[src/rtl/dtc_pkg.sv]
// shared constants and types of the dual timer/counter block
package dtc_pkg;

	// timer-function prescale: one count per twelve system clocks
	localparam logic [3:0] DTC_PRESCALE_DIV  = 4'hC;
	localparam logic [3:0] DTC_PRESCALE_LAST = DTC_PRESCALE_DIV - 4'h1;

	// register indices; the byte address is four times the index
	localparam logic [7:0] DTC_IDX_RUNF = 8'h88;
	localparam logic [7:0] DTC_IDX_MODE = 8'h89;
	localparam logic [7:0] DTC_IDX_LO0  = 8'h8A;
	localparam logic [7:0] DTC_IDX_LO1  = 8'h8B;
	localparam logic [7:0] DTC_IDX_HI0  = 8'h8C;
	localparam logic [7:0] DTC_IDX_HI1  = 8'h8D;
	localparam logic [7:0] DTC_IDX_AUX  = 8'hA6;

	localparam int unsigned DTC_ADDR_W = 12;
	localparam int unsigned DTC_DATA_W = 32;
	localparam int unsigned DTC_REG_W  = 8;

	// reset values
	localparam logic [7:0] DTC_RST_BYTE = 8'h00;

	// run/flag control bit positions
	localparam int unsigned DTC_OVF1  = 7;
	localparam int unsigned DTC_RUN1  = 6;
	localparam int unsigned DTC_OVF0  = 5;
	localparam int unsigned DTC_RUN0  = 4;
	localparam int unsigned DTC_XFLG1 = 3;
	localparam int unsigned DTC_XTYP1 = 2;
	localparam int unsigned DTC_XFLG0 = 1;
	localparam int unsigned DTC_XTYP0 = 0;

	// auxiliary config bit positions and writable mask
	localparam int unsigned DTC_AUX_FAST0 = 7;
	localparam int unsigned DTC_AUX_FAST1 = 6;
	localparam int unsigned DTC_AUX_CKOE1 = 1;
	localparam int unsigned DTC_AUX_CKOE0 = 0;
	localparam logic [7:0]  DTC_AUX_MASK  = 8'hC3;

	// width of the low part of the 13-bit mode
	localparam int unsigned DTC_LO13_W = 5;

	typedef enum logic [1:0] {
		DTC_MODE_13    = 2'b00,
		DTC_MODE_16    = 2'b01,
		DTC_MODE_AR8   = 2'b10,
		DTC_MODE_SPLIT = 2'b11
	} dtc_mode_e_t;

	// one timer's half of the mode register
	typedef struct packed {
		logic        gate;
		logic        counter_sel;
		dtc_mode_e_t mode;
	} dtc_tmode_t;

	// result of one count step
	typedef struct packed {
		logic [7:0] hi;
		logic [7:0] lo;
		logic       ovf;
	} dtc_cnt_t;

endpackage

[src/rtl/dtc_event_src.sv]
// count-enable source of one timer: prescaled ticks or pin falling edges
module dtc_event_src
	import dtc_pkg::*;
(
	input  wire logic clk,
	input  wire logic rst_n,
	input  wire logic rate_tick,
	input  wire logic counter_sel,
	input  wire logic pin_sync,
	input  wire logic run_ok,
	output logic      inc
);

	logic prev_q;
	logic prev_d;
	logic edge_q;
	logic edge_d;

	// pin sampled once per timer-rate cycle; high then low is an edge
	assign prev_d = rate_tick ? pin_sync : prev_q;
	// a found edge is counted at the end of the following rate cycle
	assign edge_d = rate_tick ? (prev_q & ~pin_sync) : edge_q;

	always_ff @(posedge clk or negedge rst_n) begin
		if (!rst_n) begin
			prev_q <= 1'b0;
			edge_q <= 1'b0;
		end else begin
			prev_q <= prev_d;
			edge_q <= edge_d;
		end
	end

	assign inc = rate_tick & run_ok & (counter_sel ? edge_q : 1'b1);

endmodule

[src/rtl/dtc_dual_timer.sv]
// dual 16-bit timer/counter with apb register access
// Contract
// - timer function counts every twelve clocks
// - fast select bit counts every clock
// - counter samples pin, counts high-then-low
// - counted value appears one rate cycle later
// - mode 0 is 13-bit, sets overflow flag
// - count only if run and gate allows, except timer 1 while timer 0 is in mode 3
// - mode 1 is full 16-bit counter
// - mode 2 low counts, reloads from high
// - timer 1 in mode 3 holds count
// - timer 0 mode 3 low half own controls
// - high half timer only, timer 1 run/flag
// - two mode bits per timer select mode
// - function select: clock or count pin
// - overflow flag set, cleared on vectoring
// - external flag set; edge mode clears on vector
// - type bit: low level or falling edge
// - aux bits 7/6 pick divided or full clock
// - aux bits 0/1 enable clock outputs
// - timer 1 high count register, resets zero
module dtc_dual_timer
	import dtc_pkg::*;
(
	input  wire logic                  clk,
	input  wire logic                  rst_n,
	input  wire logic                  psel,
	input  wire logic                  penable,
	input  wire logic                  pwrite,
	input  wire logic [DTC_ADDR_W-1:0] paddr,
	input  wire logic [DTC_DATA_W-1:0] pwdata,
	output logic      [DTC_DATA_W-1:0] prdata,
	output logic                       pready,
	output logic                       pslverr,
	input  wire logic                  ext_irq0_pin,
	input  wire logic                  ext_irq1_pin,
	input  wire logic                  timer0_count_pin,
	input  wire logic                  timer1_count_pin,
	input  wire logic                  timer0_irq_ack,
	input  wire logic                  timer1_irq_ack,
	input  wire logic                  ext_irq0_ack,
	input  wire logic                  ext_irq1_ack,
	output logic                       timer0_overflow_flag,
	output logic                       timer1_overflow_flag,
	output logic                       ext_irq0_flag,
	output logic                       ext_irq1_flag,
	output logic                       timer0_clock_out,
	output logic                       timer1_clock_out
);

	localparam int unsigned NPIN = 4;
	localparam int unsigned PIN_EXT_IRQ0_PIN = 0;
	localparam int unsigned PIN_EXT_IRQ1_PIN = 1;
	localparam int unsigned PIN_CNT0 = 2;
	localparam int unsigned PIN_CNT1 = 3;

	// byte addresses from register indices
	localparam logic [DTC_ADDR_W-1:0] A_RUNF = {2'h0, DTC_IDX_RUNF, 2'h0};
	localparam logic [DTC_ADDR_W-1:0] A_MODE = {2'h0, DTC_IDX_MODE, 2'h0};
	localparam logic [DTC_ADDR_W-1:0] A_LO0  = {2'h0, DTC_IDX_LO0, 2'h0};
	localparam logic [DTC_ADDR_W-1:0] A_LO1  = {2'h0, DTC_IDX_LO1, 2'h0};
	localparam logic [DTC_ADDR_W-1:0] A_HI0  = {2'h0, DTC_IDX_HI0, 2'h0};
	localparam logic [DTC_ADDR_W-1:0] A_HI1  = {2'h0, DTC_IDX_HI1, 2'h0};
	localparam logic [DTC_ADDR_W-1:0] A_AUX  = {2'h0, DTC_IDX_AUX, 2'h0};

	// ---------------- registers ----------------
	logic [7:0] timer_run_flag_control_q;
	logic [7:0] timer_run_flag_control_d;
	logic [7:0] timer_mode_control_q;
	logic [7:0] timer_mode_control_d;
	logic [7:0] timer0_count_low_q;
	logic [7:0] timer0_count_low_d;
	logic [7:0] timer0_count_high_q;
	logic [7:0] timer0_count_high_d;
	logic [7:0] timer1_count_low_q;
	logic [7:0] timer1_count_low_d;
	logic [7:0] timer1_count_high_q;
	logic [7:0] timer1_count_high_d;
	logic [7:0] auxiliary_timer_config_q;
	logic [7:0] auxiliary_timer_config_d;

	logic                  pready_q;
	logic                  pready_d;
	logic                  pslverr_q;
	logic                  pslverr_d;
	logic [DTC_DATA_W-1:0] prdata_q;
	logic [DTC_DATA_W-1:0] prdata_d;

	logic [NPIN-1:0] sync1_q;
	logic [NPIN-1:0] sync2_q;
	logic [1:0]      int_prev_q;
	logic [3:0]      pre_q;
	logic [3:0]      pre_d;
	logic            ck0_q;
	logic            ck0_d;
	logic            ck1_q;
	logic            ck1_d;

	// ---------------- apb decode ----------------
	logic       access;
	logic       wr_en;
	logic       sel_runf;
	logic       sel_mode;
	logic       sel_lo0;
	logic       sel_lo1;
	logic       sel_hi0;
	logic       sel_hi1;
	logic       sel_aux;
	logic       mapped;
	logic [7:0] wbyte;
	logic [7:0] rbyte;

	assign access   = psel & penable;
	assign wr_en    = access & pwrite & pready_q;
	assign wbyte    = pwdata[DTC_REG_W-1:0];
	assign sel_runf = (paddr == A_RUNF);
	assign sel_mode = (paddr == A_MODE);
	assign sel_lo0  = (paddr == A_LO0);
	assign sel_lo1  = (paddr == A_LO1);
	assign sel_hi0  = (paddr == A_HI0);
	assign sel_hi1  = (paddr == A_HI1);
	assign sel_aux  = (paddr == A_AUX);
	assign mapped   = sel_runf | sel_mode | sel_lo0 | sel_lo1 | sel_hi0 | sel_hi1 | sel_aux;

	assign rbyte = sel_runf ? timer_run_flag_control_q :
	               sel_mode ? timer_mode_control_q :
	               sel_lo0  ? timer0_count_low_q :
	               sel_lo1  ? timer1_count_low_q :
	               sel_hi0  ? timer0_count_high_q :
	               sel_hi1  ? timer1_count_high_q :
	               sel_aux  ? auxiliary_timer_config_q : DTC_RST_BYTE;

	// one wait state: pready rises the cycle after the access phase opens
	assign pready_d  = access & ~pready_q;
	assign pslverr_d = access & ~pready_q & ~mapped;
	// read data holds until the next read
	assign prdata_d  = (access & ~pready_q & ~pwrite) ? {24'h000000, rbyte} : prdata_q;

	// ---------------- configuration fields ----------------
	dtc_tmode_t  tm0;
	dtc_tmode_t  tm1;
	logic        run0;
	logic        run1;
	logic        xtyp0;
	logic        xtyp1;
	logic        fast0;
	logic        fast1;
	logic        ckoe0;
	logic        ckoe1;
	logic        split0;
	logic        ext_irq0_pin_s;
	logic        ext_irq1_pin_s;

	assign tm1    = dtc_tmode_t'(timer_mode_control_q[7:4]);
	assign tm0    = dtc_tmode_t'(timer_mode_control_q[3:0]);
	assign run0   = timer_run_flag_control_q[DTC_RUN0];
	assign run1   = timer_run_flag_control_q[DTC_RUN1];
	assign xtyp0  = timer_run_flag_control_q[DTC_XTYP0];
	assign xtyp1  = timer_run_flag_control_q[DTC_XTYP1];
	assign fast0  = auxiliary_timer_config_q[DTC_AUX_FAST0];
	assign fast1  = auxiliary_timer_config_q[DTC_AUX_FAST1];
	assign ckoe0  = auxiliary_timer_config_q[DTC_AUX_CKOE0];
	assign ckoe1  = auxiliary_timer_config_q[DTC_AUX_CKOE1];
	assign split0 = (tm0.mode == DTC_MODE_SPLIT);
	assign ext_irq0_pin_s = sync2_q[PIN_EXT_IRQ0_PIN];
	assign ext_irq1_pin_s = sync2_q[PIN_EXT_IRQ1_PIN];

	// ---------------- timer rate ----------------
	logic       tick12;
	logic [1:0] rate_tick;
	logic [1:0] run_ok;
	logic [1:0] counter_sel;
	logic [1:0] pin_sync;
	logic [1:0] inc;

	assign tick12 = (pre_q == DTC_PRESCALE_LAST);
	assign pre_d  = tick12 ? 4'h0 : pre_q + 4'h1;
	assign rate_tick[0] = fast0 | tick12;
	assign rate_tick[1] = fast1 | tick12;

	// timer 1 runs free while timer 0 borrows its run bit in split mode
	assign run_ok[0] = run0 & (~tm0.gate | ext_irq0_pin_s);
	assign run_ok[1] = (tm1.mode != DTC_MODE_SPLIT) &
	                   (split0 | (run1 & (~tm1.gate | ext_irq1_pin_s)));
	assign counter_sel = {tm1.counter_sel, tm0.counter_sel};
	assign pin_sync    = {sync2_q[PIN_CNT1], sync2_q[PIN_CNT0]};

	genvar gi;
	generate
		for (gi = 0; gi < 2; gi++) begin : g_src
			dtc_event_src u_src (
				.clk         (clk),
				.rst_n       (rst_n),
				.rate_tick   (rate_tick[gi]),
				.counter_sel (counter_sel[gi]),
				.pin_sync    (pin_sync[gi]),
				.run_ok      (run_ok[gi]),
				.inc         (inc[gi])
			);
		end
	endgenerate

	// ---------------- count step ----------------
	function automatic dtc_cnt_t count_step(
		input dtc_mode_e_t m,
		input logic [7:0]  lo,
		input logic [7:0]  hi,
		input logic        step
	);
		dtc_cnt_t    r;
		logic [16:0] s;
		r.hi  = hi;
		r.lo  = lo;
		r.ovf = 1'b0;
		s     = 17'h00000;
		if (step) begin
			unique case (m)
				DTC_MODE_13: begin
					s     = {4'h0, hi, lo[DTC_LO13_W-1:0]} + 17'h00001;
					r.hi  = s[DTC_LO13_W+7:DTC_LO13_W];
					r.lo  = {lo[7:DTC_LO13_W], s[DTC_LO13_W-1:0]};
					r.ovf = s[DTC_LO13_W+8];
				end
				DTC_MODE_16: begin
					s     = {1'b0, hi, lo} + 17'h00001;
					r.hi  = s[15:8];
					r.lo  = s[7:0];
					r.ovf = s[16];
				end
				DTC_MODE_AR8: begin
					s     = {9'h000, lo} + 17'h00001;
					r.lo  = s[8] ? hi : s[7:0];
					r.ovf = s[8];
				end
				DTC_MODE_SPLIT: begin
					s     = {9'h000, lo} + 17'h00001;
					r.lo  = s[7:0];
					r.ovf = s[8];
				end
			endcase
		end
		return r;
	endfunction

	dtc_cnt_t   step0;
	dtc_cnt_t   step1;
	logic       th_inc;
	logic [8:0] th_sum;
	logic       th_ovf;
	logic       ovf0;
	logic       ovf1;

	assign step0 = count_step(tm0.mode, timer0_count_low_q, timer0_count_high_q, inc[0]);
	assign step1 = count_step(tm1.mode, timer1_count_low_q, timer1_count_high_q, inc[1]);

	// split high half: timer function only, started by timer 1's run bit
	assign th_inc = split0 & run1 & rate_tick[0];
	assign th_sum = {1'b0, timer0_count_high_q} + {8'h00, th_inc};
	assign th_ovf = th_sum[8];

	assign ovf0 = step0.ovf;
	assign ovf1 = split0 ? th_ovf : step1.ovf;

	// software writes win over the step in the same cycle
	assign timer0_count_low_d  = (wr_en & sel_lo0) ? wbyte : step0.lo;
	assign timer0_count_high_d = (wr_en & sel_hi0) ? wbyte :
	                             split0 ? th_sum[7:0] : step0.hi;
	assign timer1_count_low_d  = (wr_en & sel_lo1) ? wbyte : step1.lo;
	assign timer1_count_high_d = (wr_en & sel_hi1) ? wbyte : step1.hi;

	assign timer_mode_control_d     = (wr_en & sel_mode) ? wbyte : timer_mode_control_q;
	assign auxiliary_timer_config_d = (wr_en & sel_aux) ? (wbyte & DTC_AUX_MASK) :
	                                  auxiliary_timer_config_q;

	// ---------------- run/flag control ----------------
	logic       wr_runf;
	logic [1:0] int_fall;
	logic       xflg0_hold;
	logic       xflg1_hold;

	assign wr_runf  = wr_en & sel_runf;
	assign int_fall = int_prev_q & ~{ext_irq1_pin_s, ext_irq0_pin_s};

	// overflow flags: set wins over a same-cycle software or vector clear
	assign timer_run_flag_control_d[DTC_OVF1] = ovf1 |
		(wr_runf ? wbyte[DTC_OVF1] :
		 (timer_run_flag_control_q[DTC_OVF1] & ~timer1_irq_ack));
	assign timer_run_flag_control_d[DTC_OVF0] = ovf0 |
		(wr_runf ? wbyte[DTC_OVF0] :
		 (timer_run_flag_control_q[DTC_OVF0] & ~timer0_irq_ack));

	assign timer_run_flag_control_d[DTC_RUN1] = wr_runf ? wbyte[DTC_RUN1] : run1;
	assign timer_run_flag_control_d[DTC_RUN0] = wr_runf ? wbyte[DTC_RUN0] : run0;
	assign timer_run_flag_control_d[DTC_XTYP1] = wr_runf ? wbyte[DTC_XTYP1] : xtyp1;
	assign timer_run_flag_control_d[DTC_XTYP0] = wr_runf ? wbyte[DTC_XTYP0] : xtyp0;

	// edge mode keeps the flag until vectored; level mode follows the pin
	assign xflg1_hold = wr_runf ? wbyte[DTC_XFLG1] :
	                    (timer_run_flag_control_q[DTC_XFLG1] & ~ext_irq1_ack);
	assign xflg0_hold = wr_runf ? wbyte[DTC_XFLG0] :
	                    (timer_run_flag_control_q[DTC_XFLG0] & ~ext_irq0_ack);
	assign timer_run_flag_control_d[DTC_XFLG1] = xtyp1 ?
	                                             (int_fall[1] | xflg1_hold) : ~ext_irq1_pin_s;
	assign timer_run_flag_control_d[DTC_XFLG0] = xtyp0 ?
	                                             (int_fall[0] | xflg0_hold) : ~ext_irq0_pin_s;

	// ---------------- clock outputs ----------------
	assign ck0_d = ckoe0 & (ck0_q ^ ovf0);
	assign ck1_d = ckoe1 & (ck1_q ^ ovf1);

	// ---------------- flip-flops ----------------
	always_ff @(posedge clk or negedge rst_n) begin
		if (!rst_n) begin
			// idle-high reset: no false level request or edge after release
			sync1_q    <= '1;
			sync2_q    <= '1;
			int_prev_q <= '1;
		end else begin
			sync1_q    <= {timer1_count_pin, timer0_count_pin, ext_irq1_pin, ext_irq0_pin};
			sync2_q    <= sync1_q;
			int_prev_q <= {ext_irq1_pin_s, ext_irq0_pin_s};
		end
	end

	always_ff @(posedge clk or negedge rst_n) begin
		if (!rst_n) begin
			timer_run_flag_control_q <= DTC_RST_BYTE;
			timer_mode_control_q     <= DTC_RST_BYTE;
			auxiliary_timer_config_q <= DTC_RST_BYTE;
		end else begin
			timer_run_flag_control_q <= timer_run_flag_control_d;
			timer_mode_control_q     <= timer_mode_control_d;
			auxiliary_timer_config_q <= auxiliary_timer_config_d;
		end
	end

	always_ff @(posedge clk or negedge rst_n) begin
		if (!rst_n) begin
			timer0_count_low_q  <= DTC_RST_BYTE;
			timer0_count_high_q <= DTC_RST_BYTE;
			timer1_count_low_q  <= DTC_RST_BYTE;
			timer1_count_high_q <= DTC_RST_BYTE;
		end else begin
			timer0_count_low_q  <= timer0_count_low_d;
			timer0_count_high_q <= timer0_count_high_d;
			timer1_count_low_q  <= timer1_count_low_d;
			timer1_count_high_q <= timer1_count_high_d;
		end
	end

	always_ff @(posedge clk or negedge rst_n) begin
		if (!rst_n) begin
			pre_q     <= 4'h0;
			ck0_q     <= 1'b0;
			ck1_q     <= 1'b0;
			pready_q  <= 1'b0;
			pslverr_q <= 1'b0;
			prdata_q  <= '0;
		end else begin
			pre_q     <= pre_d;
			ck0_q     <= ck0_d;
			ck1_q     <= ck1_d;
			pready_q  <= pready_d;
			pslverr_q <= pslverr_d;
			prdata_q  <= prdata_d;
		end
	end

	// ---------------- outputs ----------------
	assign prdata               = prdata_q;
	assign pready               = pready_q;
	assign pslverr              = pslverr_q;
	assign timer0_overflow_flag = timer_run_flag_control_q[DTC_OVF0];
	assign timer1_overflow_flag = timer_run_flag_control_q[DTC_OVF1];
	assign ext_irq0_flag        = timer_run_flag_control_q[DTC_XFLG0];
	assign ext_irq1_flag        = timer_run_flag_control_q[DTC_XFLG1];
	assign timer0_clock_out     = ck0_q;
	assign timer1_clock_out     = ck1_q;

endmodule

[config.mk]
export PLATFORM = sky130hd
export DESIGN_NAME = dtc_dual_timer
export DESIGN_NICKNAME = d
export VERILOG_FILES = /design/src/rtl/dtc_pkg.sv /design/src/rtl/dtc_event_src.sv /design/src/rtl/dtc_dual_timer.sv
export SDC_FILE = /design/constraint.sdc
export NUM_CORES = 1
export LEC_CHECK = 0
export ABC_AREA = 0
export BUFFER_PORTS_ARGS = -buffer_cell sky130_fd_sc_hd__buf_2
export CORE_UTILIZATION = 50
export DETAILED_ROUTE_END_ITERATION = 8
export PLACE_DENSITY = 0.73
export SLEW_MARGIN = 20
export SYNTH_ARGS = -nofsm -noshare
export SYNTH_HDL_FRONTEND = slang
export SYNTH_SLANG_ARGS = --single-unit
[constraint.sdc]
create_clock -name clk -period 2.68 [get_ports clk]
set_input_delay 0.536 -clock clk [delete_from_list [all_inputs] [get_ports clk]]
set_output_delay 0.536 -clock clk [all_outputs]
set_load 0.02 [all_outputs]
Word level (Yosys, flattened, before mapping):

Cells that the tools add are included.
Widths: inputs -> output; s select.

* word-level logic and storage cells: 152
* register bits after elaboration: 82
* output and inout port bits: 40
* bits of input ports: 57

* bitwise gates (word level): 62
* reductions and logical operators: 12
* add/subtract/negate cells: 8
* mux-type cells: 30
* eq/ne operators: 17

Operators by type and width (number)
* $mux 8: 14
* $eq 12x10->1 const B: 7
* $pmux 9 s4: 2
* $add 16x1->17 const B: 2
* $mux 17: 2
* $pmux 8 s2: 2
* $and 1x1->1: 30
* $add 13x1->14 const B: 2
* $add 8x1->9 const B: 2
* $or 1x1->1: 15
* $not 1->1: 13
* $add 8x1->9: 1
* $mux 1: 9
* $eq 2x2->1 const B: 4
* $reduce_and 2->1: 4
* $ne 2x2->1 const B: 3
* $reduce_bool 2->1: 3
* $reduce_bool 3->1: 2
* $add 4x1->4 const B: 1
* $eq 2x1->1 const B: 2
* $eq 4x4->1 const B: 1
* $logic_not 2->1: 2
* $mux 4: 1
* $reduce_bool 4->1: 1
* other kinds (3): 4

Longest topological paths before layout:

* depth after elaboration: 11
* gate-level depth with buffers: 12
* mapped depth without buffers: 11

By module:

From an unflattened synthesis, not the netlist that was laid out.

* cell total of the unflattened synthesis: 647
* area, all modules: 5626.6 µm²

By module, submodules not included
* dtc_dual_timer: area an instance 5446.5 µm², cells each 631, times used 1, seq. area each 1964.4 µm²
* dtc_event_src: area an instance 90.1 µm², cells each 8, times used 2, seq. area each 50.0 µm²

Worst setup path before layout:

Ideal clock, no wire load.

* kind: input -> register
* start: input paddr[8]
* end: register timer_run_flag_control_q[4]
* setup slack: 416 ps
* data arrival time: 2139 ps
* stages: 7
* buffers on the path: 3
* cell sequence: or4b_4 -> buf_6 -> nor3_2 -> and3_1 -> buf_4 -> buf_6 -> mux2_2

* longest elaborated chain between the ends: 2

Ends and longest elaborated chain
* start: declaration: RTL line dtc_dual_timer.sv:30 `input wire logic [DTC_ADDR_W-1:0] paddr,`
* $eq 12x10->1: RTL line dtc_dual_timer.sv:116 `assign sel_runf = (paddr == A_RUNF);`
* $and 1x1->1: RTL line dtc_dual_timer.sv:281 `assign wr_runf = wr_en & sel_runf;`
* end signal: assignment: RTL line dtc_dual_timer.sv:331 `timer_run_flag_control_q <= timer_run_flag_control_d;`
* end: declaration: RTL line dtc_dual_timer.sv:67 `logic [7:0] timer_run_flag_control_q;`

Every way passes these cells.
A chain may end at the register's enable or synchronous reset.

Final worst setup path:

* start: register pre_q[0]
* end: register timer0_count_high_q[0]

* longest elaborated chain between the ends: 6

Ends and longest elaborated chain
* start: declaration: RTL line dtc_dual_timer.sv:92 `logic [3:0] pre_q;`
* start signal: assignment: RTL line dtc_dual_timer.sv:360 `pre_q <= pre_d;`
* $eq 4x4->1 (*): RTL line dtc_dual_timer.sv:176 `assign tick12 = (pre_q == DTC_PRESCALE_LAST);`
* $or 1x1->1 (*): RTL line dtc_dual_timer.sv:178 `assign rate_tick[0] = fast0 | tick12;`
* $and 1x1->1 (on tied branches): RTL line dtc_dual_timer.sv:257, dtc_event_src.sv:34
* $add 8x1->9 or $and 1x1->1 (tied branches): RTL line dtc_dual_timer.sv:258, dtc_event_src.sv:34
* $mux 8 or $reduce_bool 3->1 (tied branches)
* $mux 8 or $reduce_and 2->1 (tied branches)
* end signal: assignment: RTL line dtc_dual_timer.sv:345 `timer0_count_high_q <= timer0_count_high_d;`
* end: declaration: RTL line dtc_dual_timer.sv:73 `logic [7:0] timer0_count_high_q;`

Every way passes the cells marked *; elsewhere a longest branch is shown, timed or not.

==> results_dict.tcl <==
set metrics [dict create \
    ys_types 72 \
    fin_setup_tns_ns 0 \
    rsz0062_at_grt "no" \
    root_buffer "clkbuf_8" \
    die_x_um 106 \
    synthToLayoutAreaGrowth_pct 10.5 \
    fmax_mhz 401 \
    tightest_slew_ns 0.670 \
    hold_class "in -> async" \
    worstReg2RegEnd "timer0_count_high_q[0]" \
    clkPwrFrac_pct 44.1 \
    slew-limit-headroom_pct 54.9 \
    start_util_pct 52.2 \
    htree_levels 3 \
    p_sw_share_pct 25.9 \
    std_cell_rows 37 \
    ys_seq_elements 82 \
    crit_slowest_cell "o21ai_0" \
    port_buffers 48 \
    cpPeakStageDelay_ns 0.60 \
    drcViolationCount 0 \
    internal-power_mw 1.95 \
    cts.path.max_buffers 2 \
    vias 4990 \
    grt_max_degree 36 \
    yosysTopAreaCell "dfrtp_1" \
    hpwl_um 11600 \
    maxCapViolations 0 \
    status "completed" \
    crit_family "compound AO/OA/AOI/OAI gates" \
    synth-main-ff-cell "dfrtp_1" \
    ctsHoldBuffers 0 \
    drtIter0Drc 509 \
    crit_path_max_fanout 10 \
    numCtsBuffers 9 \
    die_h_um 106 \
    wl_per_cell_um 19.1 \
    coreArea_mm2 0.0105 \
    ys_warn_count 0 \
    finalSetupViolCount 0 \
    clock_sinks 82 \
    synth_cells 625 \
    cp.required_ns 2.93 \
    synth_top_area_share_pct 33.0 \
    crit_path_end_kind "flop" \
    period_needed_ns 2.49 \
    antennaDiodeCount 0 \
    clkSlewWorstSetupHoldPaths_ns 0.09 \
    grt_pass1_vias 4602 \
    cp_num_buf_inv 0 \
    detail_route.vias_per_cell 6.13 \
    holdWs_ns 0.122 \
    track_usage_pct 29.0 \
    synth_area_mm2 0.00546 \
    cts_resized 0 \
    timing.final.hold_violations 0 \
    nNetsFinal 739 \
    ir_drop_v 0.000322 \
    final-max-slew-violation-count 0 \
    wirelength_um 15500 \
    grt.overflow.total 0 \
    cts_setup_buffers 0 \
    cp.arrival_ns 2.75 \
    synthTopCellsByArea "dfrtp_1, nand2_1, dfstp_2, o21ai_0, mux2_2" \
    dr.pass1.iters 5 \
    p_sw_uw 682 \
    dieArea_mm2 0.0113 \
    critPathLaunchType "flop" \
    insertion_delay_ns 0.37 \
    gp_congestion 0.986 \
    cts_tree "yes" \
    p_leak_nw 2.54 \
    power_density_mw_per_mm2 437 \
    finalCritPeriodShare_pct 93.1 \
    antenna_found_initial 0 \
    grt_pass1_wl_um 24900 \
    reg2regPathDepth 7 \
    antenna_left 0 \
    ios 97 \
    avgSynthCellArea_um2 8.73 \
    worst-setup-path-type "reg -> reg" \
    combPwrFrac_pct 7.6 \
    drive_above_1_share_pct 19.9 \
    synth_edf_count 0 \
    synthArstFlopShare_pct 100 \
    clock_skew_ns 0.00857 \
    r2r_start "pre_q[0]" \
    crit_chain "ha_1, and3b_1, o2111a_1, o21ai_0, nand2_1, o22ai_1, a31oi_1" \
    seq_power_share_pct 48.3 \
    rrSetupSlack_ns 0.19 \
    ys_seq_area_share_pct 37.8 \
]
-- registers in the layout, summed over array words and instances, names as in the netlist --
name	flops
g_src.u_src.prev_q	2
pslverr	1
timer0_count_low_q	8
timer_run_flag_control_q	8
timer_mode_control_q	8
pre_q	4
sync1_q	4
pready	1
prdata	8
timer0_clock_out	1
timer0_count_high_q	8
sync2_q	4
g_src.u_src.edge_q	2
int_prev_q	2
timer1_clock_out	1
timer1_count_low_q	8
timer1_count_high_q	8
auxiliary_timer_config_q	4
-- synth_stat cells (8+ instances only) --
master,instances
o211ai_1,9
ha_1,9
buf_4,25
nor3_1,14
nand4_1,9
dfstp_2,10
inv_1,20
mux2_2,19
nand2_1,76
o22ai_1,8
xnor2_1,10
a21oi_1,37
nand3_1,25
xor2_1,15
clkbuf_1,20
nor2_1,46
nand2b_1,10
and3_1,13
dfrtp_1,72
mux2i_1,9
a31oi_1,11
o21ai_0,49
-- cell families (layout without fill, tap and decap cells) --
family | after synthesis | count (layout) | share of synthesized area, %
adders and majority gates | 9 | 9 | 2.06
AOI/OAI and AO/OA | 164 | 164 | 19.0
muxes | 28 | 28 | 5.57
other | 1 | 24 | 0.0687
xor gates and xnor gates | 25 | 25 | 4.01
buffers and inverters | 77 | 107 | 8.12
DFF | 82 | 82 | 37.8
and+or+nand+nor | 239 | 239 | 23.3
-- metrics by stage --
step	power, mW	util [%]	instances	worst slack [ns]	instance area [um^2]
2_1_floorplan	1.42	-	648	0.416	5540
3_3_place_gp	1.49	55.2	798	0.137	5770
3_5_place_dp	1.50	55.2	798	0.139	5770
4_1_cts	2.65	57.6	814	0.242	6030
5_1_grt	2.73	57.6	814	0.0974	6030
6_report	2.64	57.6	814	0.186	6030
-- worst max path at each step --
stage	startpoint	end	slack, ns	cells after the start
6_report	pre_q[0]	timer0_count_high_q[0]	0.19	7
5_1_grt	pre_q[0]	timer0_count_high_q[0]	0.1	7
4_1_cts	pre_q[0]	timer0_count_high_q[0]	0.24	7
3_5_place_dp	paddr[8]	timer_run_flag_control_q[4]	0.14	5
3_3_place_gp	paddr[8]	timer_run_flag_control_q[4]	0.14	5
2_1_floorplan	paddr[8]	timer_run_flag_control_q[4]	0.42	7
-- placed cells by master, fill, tap and decap left out, types with 11 or more instances in the layout --
cell,synthesis,routed
buf_2,6,47
a21oi_1,37,37
nor3_1,14,14
buf_4,25,23
nor2_1,46,46
mux2_2,19,19
o21ai_0,49,49
nand3_1,25,25
xor2_1,15,15
inv_1,20,20
dfrtp_1,72,72
conb_1,1,24
a31oi_1,11,11
and3_1,13,13
nand2_1,76,76
-- worst reg2reg max path, delay by kind of cell (launching register included) --
family	cells	cell delay, ns
AOI/OAI and AO/OA	4	1.25
and+or+nand+nor	2	0.47
DFF	1	0.41
adders and majority gates	1	0.24
-- layer usage --
layer | vias to the layer above | share of wire (%) | track usage, %
met5 | - | 0 | 0
met4 | 0 | 2.1 | 10.4
met3 | 26 | 9.7 | 3.49
met2 | 292 | 44 | 43.5
met1 | 2359 | 44 | 42.8
li1 | 2313 | - | -
-- cell type report --
| type | count | area, um^2 |
|---|---|---|
| multi-input cells | 489 | 3040 |
| clock inverters | 7 | 133 |
| clock buffers | 9 | 124 |
| inverters | 20 | 75.1 |
| flip-flops and latches | 82 | 2060 |
| well taps | 136 | 170 |
| repair buffers | 71 | 428 |
| fillers | 975 | 4430 |
-- power by group through the flow --
| stage | Combinational (mW) | Sequential (mW) | Clock (mW) |
|---|---|---|---|
| 6_report | 0.199 | 1.27 | 1.16 |
| 5_1_grt | 0.217 | 1.28 | 1.24 |
| 4_1_cts | 0.199 | 1.27 | 1.18 |
| 3_5_place_dp | 0.199 | 1.30 | 0 |
| 3_3_place_gp | 0.196 | 1.30 | 0 |
| 2_1_floorplan | 0.119 | 1.30 | 0 |
No activity file was read; power rests on OpenSTA's default activity.
